--- config.mk ---
export PLATFORM = sky130hd
export DESIGN_NAME = odtt_ctrl
export DESIGN_NICKNAME = d
export VERILOG_FILES = /design/src/odtt_pkg.sv /design/src/odtt_down_cnt.sv /design/src/odtt_ctrl.sv
export SDC_FILE = /design/constraint.sdc
export NUM_CORES = 1
export LEC_CHECK = 0
export BUFFER_PORTS_ARGS = -buffer_cell sky130_fd_sc_hd__buf_2
export CAP_MARGIN = 20
export CORE_AREA = 2 2 81 83
export CTS_BUF_LIST = sky130_fd_sc_hd__clkbuf_8
export CTS_CLUSTER_SIZE = 12
export DETAILED_ROUTE_END_ITERATION = 16
export DIE_AREA = 0 0 83 85
export PLACE_DENSITY = 0.8
export SYNTH_ARGS = -nofsm -noshare
export SYNTH_HDL_FRONTEND = slang
export SYNTH_HIERARCHICAL = 1
export SYNTH_SLANG_ARGS = --single-unit
--- constraint.sdc ---
create_clock -name clk_sys -period 3.3 [get_ports clk_sys]
set_clock_uncertainty 0.1 [all_clocks]
set_input_delay 0.33 -clock clk_sys [delete_from_list [all_inputs] [get_ports clk_sys]]
set_output_delay 0.33 -clock clk_sys [all_outputs]
set_load 0.01 [all_outputs]
--- src/odtt_pkg.sv ---
// Summary of operation
// - Sync turn-on after write latency minus two
// - Sync turn-off after write latency minus two
// - Turn-on completes within skew after latency
// - Turn-off completes half cycle after latency
// - Async control in DLL-off powerdown, resync
// - Async mode ignores additive latency
// - Async termination fully on within 8.5ns; the code takes one 25ns cycle
// - Async termination fully off within 8.5ns; the code takes one 25ns cycle
// - Entry period leads first registered CKE low; the code starts it at that CKE low edge, and only while a refresh runs
// - Refresh in flight extends entry period
// - Entry period may behave sync or async
// - Entry turn-on between async and sync bounds
// - Entry turn-off between async and sync bounds
// - Sync mode when DLL locked, termination on
package odtt_pkg;

  // Command clock period
  localparam int CLK_PERIOD_PS      = 25000;
  // Longest asynchronous turn-on and turn-off times
  localparam int ASYNC_ON_DELAY_PS  = 8500;
  localparam int ASYNC_OFF_DELAY_PS = 8500;
  // Longest times round down, but never below one cycle
  localparam int ASYNC_ON_CYC  = (ASYNC_ON_DELAY_PS / CLK_PERIOD_PS < 1) ?
                                 1 : ASYNC_ON_DELAY_PS / CLK_PERIOD_PS;
  localparam int ASYNC_OFF_CYC = (ASYNC_OFF_DELAY_PS / CLK_PERIOD_PS < 1) ?
                                 1 : ASYNC_OFF_DELAY_PS / CLK_PERIOD_PS;
  // Latency is write latency less this offset
  localparam int ODT_LAT_OFFSET = 2;
  // Entry lead interval is the latency plus this many cycles
  localparam int LEAD_EXTRA_CYC = 1;
  // Minimum high windows of the ODT pin
  localparam int HOLD_SHORT_CYC = 4;
  localparam int HOLD_LONG_CYC  = 6;
  // Widths of latency, history line and counters
  localparam int LAT_W     = 5;
  localparam int HIST_D    = 32;
  localparam int CNT_W     = 8;
  // Reset values
  localparam logic [LAT_W-1:0] LAT_RST  = 5'h03;
  localparam logic [HIST_D-1:0] HIST_RST = 32'h0000_0000;

  // Termination timing model, one-hot
  typedef enum logic [2:0]
  {
    ODTT_MODE_SYNC  = 3'b001,
    ODTT_MODE_ENTRY = 3'b010,
    ODTT_MODE_ASYNC = 3'b100
  } odtt_mode_t;

  // DLL is not locked out of reset, so start asynchronous
  localparam odtt_mode_t MODE_RST = ODTT_MODE_ASYNC;

endpackage : odtt_pkg

--- src/odtt_down_cnt.sv ---
`timescale 1ns/1ps
// Down counter whose load only ever raises the count, so two
// overlapping windows end at the later of the two, except that a new length equal to the count left is not loaded
module odtt_down_cnt #(
  parameter int W = 8                // Counter width
) (
  input  wire logic         clk_sys,  // Command clock
  input  wire logic         arst_n,   // Async reset, active low
  input  wire logic         load,     // Request a new window
  input  wire logic [W-1:0] load_val, // Window length in cycles
  output logic      [W-1:0] count,    // Cycles left
  output logic              busy      // Window still open
);

  logic [W-1:0] cnt_reg;   // Current count
  logic [W-1:0] cnt_next;  // Next count

  // Raise to the new window, otherwise count down to zero
  always_comb
  begin
    cnt_next = cnt_reg;
    if (load && (load_val > cnt_reg))
    begin
      cnt_next = load_val;
    end
    else if (cnt_reg != '0)
    begin
      cnt_next = cnt_reg - W'(1);
    end
  end

  // Counter register
  always_ff @(posedge clk_sys or negedge arst_n)
  begin
    if (!arst_n)
    begin
      cnt_reg <= '0;
    end
    else
    begin
      cnt_reg <= cnt_next;
    end
  end

  assign count = cnt_reg;
  assign busy  = (cnt_reg != '0);

endmodule : odtt_down_cnt

--- src/odtt_ctrl.sv ---
`timescale 1ns/1ps
// Termination control: picks the timing model, delays the ODT
// pin by the right amount and watches the controller's holds.
module odtt_ctrl #(
  parameter int REFRESH_CYCLE_PS = 160000  // Refresh cycle time
) (
  input  wire logic       clk_sys,         // Command clock
  input  wire logic       arst_n,          // Async reset, active low
  input  wire logic       odt_pin,         // ODT level from controller
  input  wire logic       cke_pin,         // Clock enable level
  input  wire logic       cmd_write,       // WRITE registered, pulse
  input  wire logic       cmd_refresh,     // REFRESH registered, pulse
  input  wire logic       write_chop,      // This WRITE is a chop of 4
  input  wire logic       banks_idle,      // All banks precharged
  input  wire logic       dll_locked,      // DLL on and locked
  input  wire logic       pd_dll_keep,     // DLL stays on in powerdown
  input  wire logic       nom_term_en,     // Nominal termination set
  input  wire logic       wr_term_en,      // Write termination set
  input  wire logic [3:0] cwl,             // CAS write latency
  input  wire logic [3:0] al,              // Additive latency
  output logic            term_en,         // Termination applied
  output logic            term_sync_mode,  // Sync timing in force
  output logic            term_async_mode, // Async timing in force
  output logic            pd_entry_active, // Entry held by refresh
  output logic            odt_hold_busy,   // ODT must stay high
  output logic            odt_hold_err     // ODT dropped too early
);

  // Refresh cycle time as whole cycles, rounded up
  localparam int RFC_CYC = (REFRESH_CYCLE_PS + odtt_pkg::CLK_PERIOD_PS
                           - 1) / odtt_pkg::CLK_PERIOD_PS;
  localparam int RFC_WAIT = RFC_CYC + 2;  // Bound used when checking

  // Configuration and pipeline state
  logic [odtt_pkg::LAT_W-1:0]  lat_reg;      // Sync latency in cycles
  logic [odtt_pkg::LAT_W-1:0]  lat_next;     // Next latency
  logic [odtt_pkg::HIST_D-1:0] hist_reg;     // Past ODT samples
  logic [odtt_pkg::HIST_D-1:0] hist_next;    // Next history
  logic                        term_reg;     // Termination state
  logic                        term_next;    // Next termination state
  logic                        odt_d_reg;    // ODT of previous cycle
  logic                        err_reg;      // Early drop seen
  logic                        err_next;     // Next early drop flag
  odtt_pkg::odtt_mode_t        mode_reg;     // Timing model
  odtt_pkg::odtt_mode_t        mode_next;    // Next timing model

  // Helper terms
  logic                        term_any;     // Any termination set
  logic                        ppd_dll_off;  // Precharge pd, DLL off
  logic                        odt_rise;     // ODT registered high now
  logic                        hold_load;    // A hold window starts
  logic [odtt_pkg::CNT_W-1:0]  hold_val;     // Its length less one
  logic                        refresh_busy; // Refresh still running
  logic [5:0]                  wl_sum;       // Write latency sum

  assign term_any    = nom_term_en | wr_term_en;
  assign ppd_dll_off = !cke_pin && banks_idle && !pd_dll_keep;
  assign odt_rise    = odt_pin && !odt_d_reg;
  assign wl_sum      = {2'h0, cwl} + {2'h0, al};

  // Hold windows: a new ODT assertion opens the short one, a
  // WRITE with ODT high opens short or long by its burst size;
  // the counter keeps the larger of the new length and the count left.
  always_comb
  begin
    hold_load = 1'b0;
    hold_val  = '0;
    if (cmd_write && odt_pin)
    begin
      hold_load = 1'b1;
      hold_val  = write_chop
                ? odtt_pkg::CNT_W'(odtt_pkg::HOLD_SHORT_CYC - 1)
                : odtt_pkg::CNT_W'(odtt_pkg::HOLD_LONG_CYC - 1);
    end
    else if (odt_rise)
    begin
      hold_load = 1'b1;
      hold_val  = odtt_pkg::CNT_W'(odtt_pkg::HOLD_SHORT_CYC - 1);
    end
  end

  // Larger of the new length and the count left wins
  odtt_down_cnt #(
    .W        (odtt_pkg::CNT_W)
  ) u_hold_cnt (
    .clk_sys  (clk_sys),
    .arst_n   (arst_n),
    .load     (hold_load),
    .load_val (hold_val),
    .count    (),
    .busy     (odt_hold_busy)
  );

  // Refresh in progress, for stretching the entry period
  odtt_down_cnt #(
    .W        (odtt_pkg::CNT_W)
  ) u_rfc_cnt (
    .clk_sys  (clk_sys),
    .arst_n   (arst_n),
    .load     (cmd_refresh),
    .load_val (odtt_pkg::CNT_W'(RFC_CYC)),
    .count    (),
    .busy     (refresh_busy)
  );

  // Timing model selection
  always_comb
  begin
    case (mode_reg)
      odtt_pkg::ODTT_MODE_SYNC:
      begin
        if (!dll_locked)
          mode_next = odtt_pkg::ODTT_MODE_ASYNC;
        else if (ppd_dll_off && refresh_busy)
          mode_next = odtt_pkg::ODTT_MODE_ENTRY;
        else if (ppd_dll_off)
          mode_next = odtt_pkg::ODTT_MODE_ASYNC;
        else
          mode_next = odtt_pkg::ODTT_MODE_SYNC;
      end
      odtt_pkg::ODTT_MODE_ENTRY:
      begin
        // Stay synchronous until the refresh cycle is over
        if (!dll_locked)
          mode_next = odtt_pkg::ODTT_MODE_ASYNC;
        else if (!ppd_dll_off)
          mode_next = odtt_pkg::ODTT_MODE_SYNC;
        else if (!refresh_busy)
          mode_next = odtt_pkg::ODTT_MODE_ASYNC;
        else
          mode_next = odtt_pkg::ODTT_MODE_ENTRY;
      end
      odtt_pkg::ODTT_MODE_ASYNC:
      begin
        // Locked DLL outside DLL-off powerdown means sync
        if (dll_locked && !ppd_dll_off)
          mode_next = odtt_pkg::ODTT_MODE_SYNC;
        else
          mode_next = odtt_pkg::ODTT_MODE_ASYNC;
      end
      default:
      begin
        mode_next = odtt_pkg::MODE_RST;
      end
    endcase
  end

  // Mode register
  always_ff @(posedge clk_sys or negedge arst_n)
  begin
    if (!arst_n)
    begin
      mode_reg <= odtt_pkg::MODE_RST;
    end
    else
    begin
      mode_reg <= mode_next;
    end
  end

  // Latency, history and termination. The ODT sample taken at
  // one edge sits in history slot k after k more edges, so the
  // slot at latency minus one gives the change at the latency
  // edge. Sub-cycle skew is left to the analog output stage;
  // the edge below is the point the skew is measured from.
  always_comb
  begin
    lat_next = odtt_pkg::LAT_W'(wl_sum - 6'(odtt_pkg::ODT_LAT_OFFSET));
    if (wl_sum <= 6'(odtt_pkg::ODT_LAT_OFFSET))
    begin
      // Too small a latency is held at one cycle
      lat_next = odtt_pkg::LAT_W'(1);
    end
    hist_next = {hist_reg[odtt_pkg::HIST_D-2:0], odt_pin};
    err_next  = odt_hold_busy && !odt_pin && odt_d_reg;
    term_next = 1'b0;
    if (!term_any)
    begin
      // No termination programmed, pin stays high impedance
      term_next = 1'b0;
    end
    else if (mode_reg == odtt_pkg::ODTT_MODE_ASYNC)
    begin
      // Additive latency plays no part here
      if (odt_pin)
        term_next = hist_reg[odtt_pkg::ASYNC_ON_CYC - 1];
      else
        term_next = hist_reg[odtt_pkg::ASYNC_OFF_CYC - 1];
    end
    else
    begin
      // Sync and entry both use the latency path; during entry
      // this meets the mixed bounds at their sync end
      term_next = hist_reg[lat_reg - odtt_pkg::LAT_W'(1)];
    end
  end

  // Registers for latency, history and the termination output
  always_ff @(posedge clk_sys or negedge arst_n)
  begin
    if (!arst_n)
    begin
      lat_reg   <= odtt_pkg::LAT_RST;
      hist_reg  <= odtt_pkg::HIST_RST;
      term_reg  <= 1'b0;
      odt_d_reg <= 1'b0;
      err_reg   <= 1'b0;
    end
    else
    begin
      lat_reg   <= lat_next;
      hist_reg  <= hist_next;
      term_reg  <= term_next;
      odt_d_reg <= odt_pin;
      err_reg   <= err_next;
    end
  end

  // Outputs. Entering async drops the changes still waiting in
  // the latency line; the pin then follows within the async
  // delay, which lies inside the mixed entry bounds.
  assign term_en         = term_reg;
  assign term_sync_mode  = (mode_reg != odtt_pkg::ODTT_MODE_ASYNC);
  assign term_async_mode = (mode_reg == odtt_pkg::ODTT_MODE_ASYNC);
  assign pd_entry_active = (mode_reg == odtt_pkg::ODTT_MODE_ENTRY);
  assign odt_hold_err    = err_reg;

  // ODT high is seen at the output after the sync latency
  property p_sync_on;
    @(posedge clk_sys) disable iff (!arst_n)
    (term_any && term_sync_mode && lat_reg == 5'h03 && odt_pin)
    ##1 (term_any && term_sync_mode && lat_reg == 5'h03) [*3]
    |=> term_en;
  endproperty
  a_sync_on: assert property (p_sync_on)
    else $error("sync turn-on latency missed");

  // ODT low is seen at the output after the sync latency
  property p_sync_off;
    @(posedge clk_sys) disable iff (!arst_n)
    (term_sync_mode && lat_reg == 5'h03 && !odt_pin)
    ##1 (term_sync_mode && lat_reg == 5'h03) [*3]
    |=> !term_en;
  endproperty
  a_sync_off: assert property (p_sync_off)
    else $error("sync turn-off latency missed");

  // Termination must not follow ODT early in sync mode
  property p_sync_not_early;
    @(posedge clk_sys) disable iff (!arst_n)
    (term_sync_mode && lat_reg == 5'h03 && !term_en && $rose(odt_pin))
    ##1 term_sync_mode |-> !term_en;
  endproperty
  a_sync_not_early: assert property (p_sync_not_early)
    else $error("termination came on before latency");

  // Async turn-on within one cycle of ODT high
  property p_async_on;
    @(posedge clk_sys) disable iff (!arst_n)
    (term_async_mode && term_any && odt_pin)
    ##1 (term_async_mode && term_any) |=> term_en;
  endproperty
  a_async_on: assert property (p_async_on)
    else $error("async turn-on too slow");

  // Async turn-off within one cycle of ODT low
  property p_async_off;
    @(posedge clk_sys) disable iff (!arst_n)
    (term_async_mode && !odt_pin) ##1 term_async_mode |=> !term_en;
  endproperty
  a_async_off: assert property (p_async_off)
    else $error("async turn-off too slow");

  // Loss of DLL lock forces async timing
  property p_dll_unlock;
    @(posedge clk_sys) disable iff (!arst_n)
    !dll_locked |=> term_async_mode;
  endproperty
  a_dll_unlock: assert property (p_dll_unlock)
    else $error("async mode not taken");

  // Locked DLL outside DLL-off powerdown gives sync timing
  property p_sync_sel;
    @(posedge clk_sys) disable iff (!arst_n)
    (dll_locked && !ppd_dll_off) |=> term_sync_mode && !pd_entry_active;
  endproperty
  a_sync_sel: assert property (p_sync_sel)
    else $error("sync mode not taken");

  // Entry held by a refresh ends within the refresh time plus two cycles
  property p_entry_end;
    @(posedge clk_sys) disable iff (!arst_n)
    $rose(pd_entry_active) |-> ##[1:RFC_WAIT] !pd_entry_active;
  endproperty
  a_entry_end: assert property (p_entry_end)
    else $error("entry period did not end");

  // CKE low in DLL-off powerdown without refresh goes async
  property p_entry_plain;
    @(posedge clk_sys) disable iff (!arst_n)
    (dll_locked && ppd_dll_off && !refresh_busy && !pd_entry_active)
    |=> term_async_mode;
  endproperty
  a_entry_plain: assert property (p_entry_plain)
    else $error("entry did not end at CKE low");

  // New ODT assertion opens a four-cycle window
  property p_hold_short;
    @(posedge clk_sys) disable iff (!arst_n)
    odt_rise |=> odt_hold_busy [*3];
  endproperty
  a_hold_short: assert property (p_hold_short)
    else $error("short hold window too short");

  // Without a WRITE the short window closes after four cycles
  property p_hold_close;
    @(posedge clk_sys) disable iff (!arst_n)
    (odt_rise && !cmd_write) ##1 (!cmd_write && !odt_rise) [*3]
    |=> !odt_hold_busy;
  endproperty
  a_hold_close: assert property (p_hold_close)
    else $error("short hold window too long");

  // Full-burst WRITE with ODT high opens a six-cycle window
  property p_hold_long;
    @(posedge clk_sys) disable iff (!arst_n)
    (cmd_write && odt_pin && !write_chop) |=> odt_hold_busy [*5];
  endproperty
  a_hold_long: assert property (p_hold_long)
    else $error("long hold window too short");

endmodule : odtt_ctrl

Yosys cells after proc, flatten, opt, wreduce, memory -nomap -nowiden
Index checks and enable logic that the tools add are counted.
- register bits after elaboration: 59
- bits of input ports: 20
- output and inout bits: 6
- logic and storage cells: 63
- $add $sub $neg: 5
- order comparisons: 4
- eq/ne operators: 4
- multiplexer cells: 22
- bitwise logic cells: 1
- reductions and logical operators: 19
- operator list (operator ; count):
    $mux 8 ; 5
    $mux 3 ; 8
    $reduce_bool 8->1 ; 2
    $sub 8x1->8 const B ; 2
    $logic_and 1x1->1 ; 10
    $pmux 3 s3 ; 1
    $gt 3x8->1 const A ; 1
    $gt 8x8->1 ; 1
    $lt 5x6->1 const B ; 1
    $add 4x4->5 ; 1
    $bmux 1 s5 ; 1
    $le 5x2->1 const B ; 1
    $logic_not 1->1 ; 5
    $mux 1 ; 5
    $mux 5 ; 1
    $sub 5x1->5 const B ; 1
    $sub 5x2->5 const B ; 1
    $reduce_bool 2->1 ; 2
    $eq 3x1->1 const B ; 1
    $eq 3x2->1 const B ; 1
    $eq 3x3->1 const B ; 1
    $ne 3x3->1 const B ; 1
    $mux 2 ; 1
    $or 1x1->1 ; 1

Longest topological paths before layout
- depth after elaboration: 7
- mapped depth: 9
- mapped depth without buffers: 9

Modules after synthesis
Netlist, hierarchy kept.
- by module, submodules not included (module ; instances ; cells each ; area an instance (µm²) ; seq. area each (µm²)):
    odtt_ctrl ; 1 ; 134 ; 1831.8 ; 1054.8
    odtt_down_cnt ; 2 ; 73 ; 726.9 ; 200.2

Least setup slack after synthesis
OpenSTA, ideal clock, no wires.
- kind: register -> register
- start: reg, netlist name hist_reg[0]
- end: reg u_hold_cnt.cnt_reg[1], in the netlist u_hold_cnt/count[1]
- setup time: 0.125 ns
- arrival: 2.089 ns
- data required time: 3.075 ns
- setup slack: 0.986 ns
- stages on the path, launching flop included: 9
- buffers on the path: 0
- period minus slack after synthesis: 2.314 ns
- path through: dfrtp_1 -> a21boi_0 -> nor2b_1 -> ha_1 -> nor2b_1 -> o211ai_1 -> nand3_1 -> o2111ai_4 -> mux2_4
- RTL lines (item ; line ; RTL):
    end signal, assigned ; odtt_down_cnt.sv:41 ; cnt_reg <= cnt_next;
    end, declared ; odtt_down_cnt.sv:15 ; logic [W-1:0] cnt_reg;

==> impl_metrics.toml <==
[clock_tree]
root_buffer = "clkbuf_8"
cts_tree = "yes"
clk_latency_ps = 330
clk_pin_slew_ps = 60
htree_levels = 3
cts_buffer_depth = 2
cts_buffers = 9
cts_setup_buffers = 0
cts_sinks = 58

[worst_hold_path]
min_to = "hist_reg[0]"
hp-start = "odt_pin"
hold_depth = 1
hold_class = "primary input to flop"

[sta]
relSlewSlack_pct = 65.95
finalHoldViolCount = 0
final.setup.worst_slack_ps = 794.9
setup_viol = 0
tightestPinTransition_ps = 509.0
report.final.slew_viol_count = 0
period_minus_slack_ps = 2505
rsz0062_at_grt = "false"
min_period_over_period_pct = 75.91
setup_tns_ps = 0
max_freq_mhz = 399.2

[setup_path]
cp-end-kind = "flop"
crit_required_ps = 3420
r2r_cells = 8
r2r_end = "u_hold_cnt/count[2]"
worstReg2RegStart = "hist_reg[0]"
arrival_ps = 2620
start_kind = "flop"
path_class = "flop to flop"
r2r_slack_ps = 790
cp_max_fo = 8

[job]
maxCapViolCount = 0

[yosys]
ys.flop_type = "dfrtp_1"
synth.distinct_cells = 47
synthCells = 280
synth-edff-count = 0
synth.largest_area_cell = "dfrtp_1"
ys_top_cells_by_area = "dfrtp_1 42%, ha_1 9.9%, mux4_1 6.4%"
synth-warning-count = 6
yosysSeqAreaShare_pct = 44.29
syn_area_um2 = 3286
synth.top_cell.area_share_pct = 41.89
async_reset_ff_share_pct = 100.0
ys_ff_latch = 58
avgSynthCellArea_um2 = 11.73

[cells_and_area]
final_area_um2 = 3762
antenna_cells = 0
largest_reg_flops = 32
area_growth_pct = 14.51
layout-drive-gt1-share_pct = 21.41
num-nets-final = 384

[grt]
antenna_found_initial = 0
grt_pass1_wl_mm = 10.27
overflow = 0
grt_pass1_vias = 2254
grt_use_total_pct = 18.56
grt_max_degree = 39

[floorplan]
rows = 29
dieWidth_um = 83
start_util_pct = 52.95
fp.dieH_um = 85
ios = 26
core_um2 = 6205
die_area_um2 = 7055

[placed_design]
pre_cts_ws_ps = 766.4
post-dp-hpwl_mm = 4.345
place_area_um2 = 3563
gp_congestion = 0.8830
port_buffers = 25

[power]
vdd_ir_drop_max_mv = 0.4059
leakagePower_nw = 1.834
p_per_area_nw_per_um2 = 755.1

[route]
drt-total-wl_mm = 5.853
route.detailed.drc = 0
via_count = 2214
dr.pass1.iters = 4
via_per_inst = 5.297
ant_nets = 0
wl_per_cell_um = 14.00
drt_iter0_markers = 109

[outcome]
outcome = "finished, final reports clean"
## worst max-delay path, cell delays in order, from the launching register on
cell and delay (ps):
dfrtp_1 420, a21boi_0 430, nor2b_1 240, ha_1 260, nor2b_1 130, o211ai_1 150, nand3_1 140, o2111ai_4 180
mux2_4 340
## where the power goes
group | total (W) | switching, W | internal [W]
registers | 0.00105 | 0.000181 | 0.000868
clock network | 0.000603 | 0.000255 | 0.000348
logic | 0.00119 | 0.000569 | 0.000621
total | 0.00284 | 0.00100 | 0.00184
## worst max path at each step
stage | startpoint | to | slack (ps) | depth (start not counted)
floorplan | hist_reg[0] | u_hold_cnt/count[1] | 990 | 8
global placement | odt_pin | u_hold_cnt/count[2] | 850 | 9
CTS | hist_reg[0] | u_hold_cnt/count[2] | 790 | 8
global route | hist_reg[0] | u_hold_cnt/count[2] | 670 | 8
detailed placement | odt_pin | u_hold_cnt/count[2] | 770 | 9
finish | hist_reg[0] | u_hold_cnt/count[2] | 790 | 8
## routing by layer
layer  vias up  global-route usage, %  wire length (um)
li1       1093                      -                 -
met1      1062                  22.46              2630
met2        43                  31.01              2874
met3        16                  3.794               171
met4         0                  10.73               176
met5         -                      0                 0
## synthesized netlist by cell type (2+ instances only)
master     instances
nor2_1            13
mux2_2             8
xor2_1             3
mux2i_1            9
xnor2_1            9
ha_1              26
a21oi_2            2
a21o_1             5
mux2_4             6
nand2b_1           2
o211ai_1           2
dfrtp_1           55
inv_1             29
conb_1             2
nand2_1           15
nor3_2             2
a21oi_1           15
nor3_1            13
mux4_1             8
or3_1              2
nor4b_4            2
nor2b_1            3
buf_6              3
o2111ai_4          2
dfstp_2            3
and2_1             2
a21o_2             2
nand3_1           10
o21a_1             2
nand4_1            4
o21ai_2            2
o21ai_0            4
## placed cells by master, fill, tap and decap left out, types with 5 or more instances in the layout
cell type,count
a21oi_1,15
nor3_1,13
dfrtp_1,55
nand3_1,10
buf_2,25
mux2_4,6
conb_1,25
xnor2_1,9
ha_1,26
nor2_1,13
mux2_2,8
nand2_1,15
mux4_1,8
a21o_1,5
clkbuf_8,13
mux2i_1,9
inv_1,29
## stage by stage
step                      instances  hold WS (ps)  total power [W]  util, %
after global placement          402         213.4         0.002173    57.43
final                           418         42.55         0.002841    60.64
after detailed placement        402         223.0         0.002230    57.43
after floorplan                 303        -65.59         0.001991        -
after CTS                       418         27.22         0.002857    60.64
after global routing            418         22.78         0.003059    60.64
## final cells by class
cell class | count | area (um^2)
clock buffer | 13 | 178.9
fill | 500 | 2442
sequential | 58 | 1455
multi-input combinational | 212 | 1770
inverter | 29 | 108.9
tap | 77 | 96.34
clock inverter | 2 | 10.01
timing repair buffer | 27 | 142.6
## logic make-up after synthesis
family / after synthesis / synth area share, %
and+or+nand+nor: 75 / 13.06
DFF: 58 / 44.29
AOI/OAI and AO/OA: 42 / 9.635
buffers and inverters: 33 / 4.455
muxes: 31 / 14.62
adders and majority gates: 27 / 10.51
xor gates and xnor gates: 12 / 3.199
other: 2 / 0.2286
## timing repair
action / 4_1_cts / 5_1_grt
endpoints found under the hold margin: 20 / 0
hold buffers: 1 / 0
setup endpoints to repair: 0 / 0
gates resized for setup: 0 / 0
Note: power is estimated with default switching activity, not from simulation.
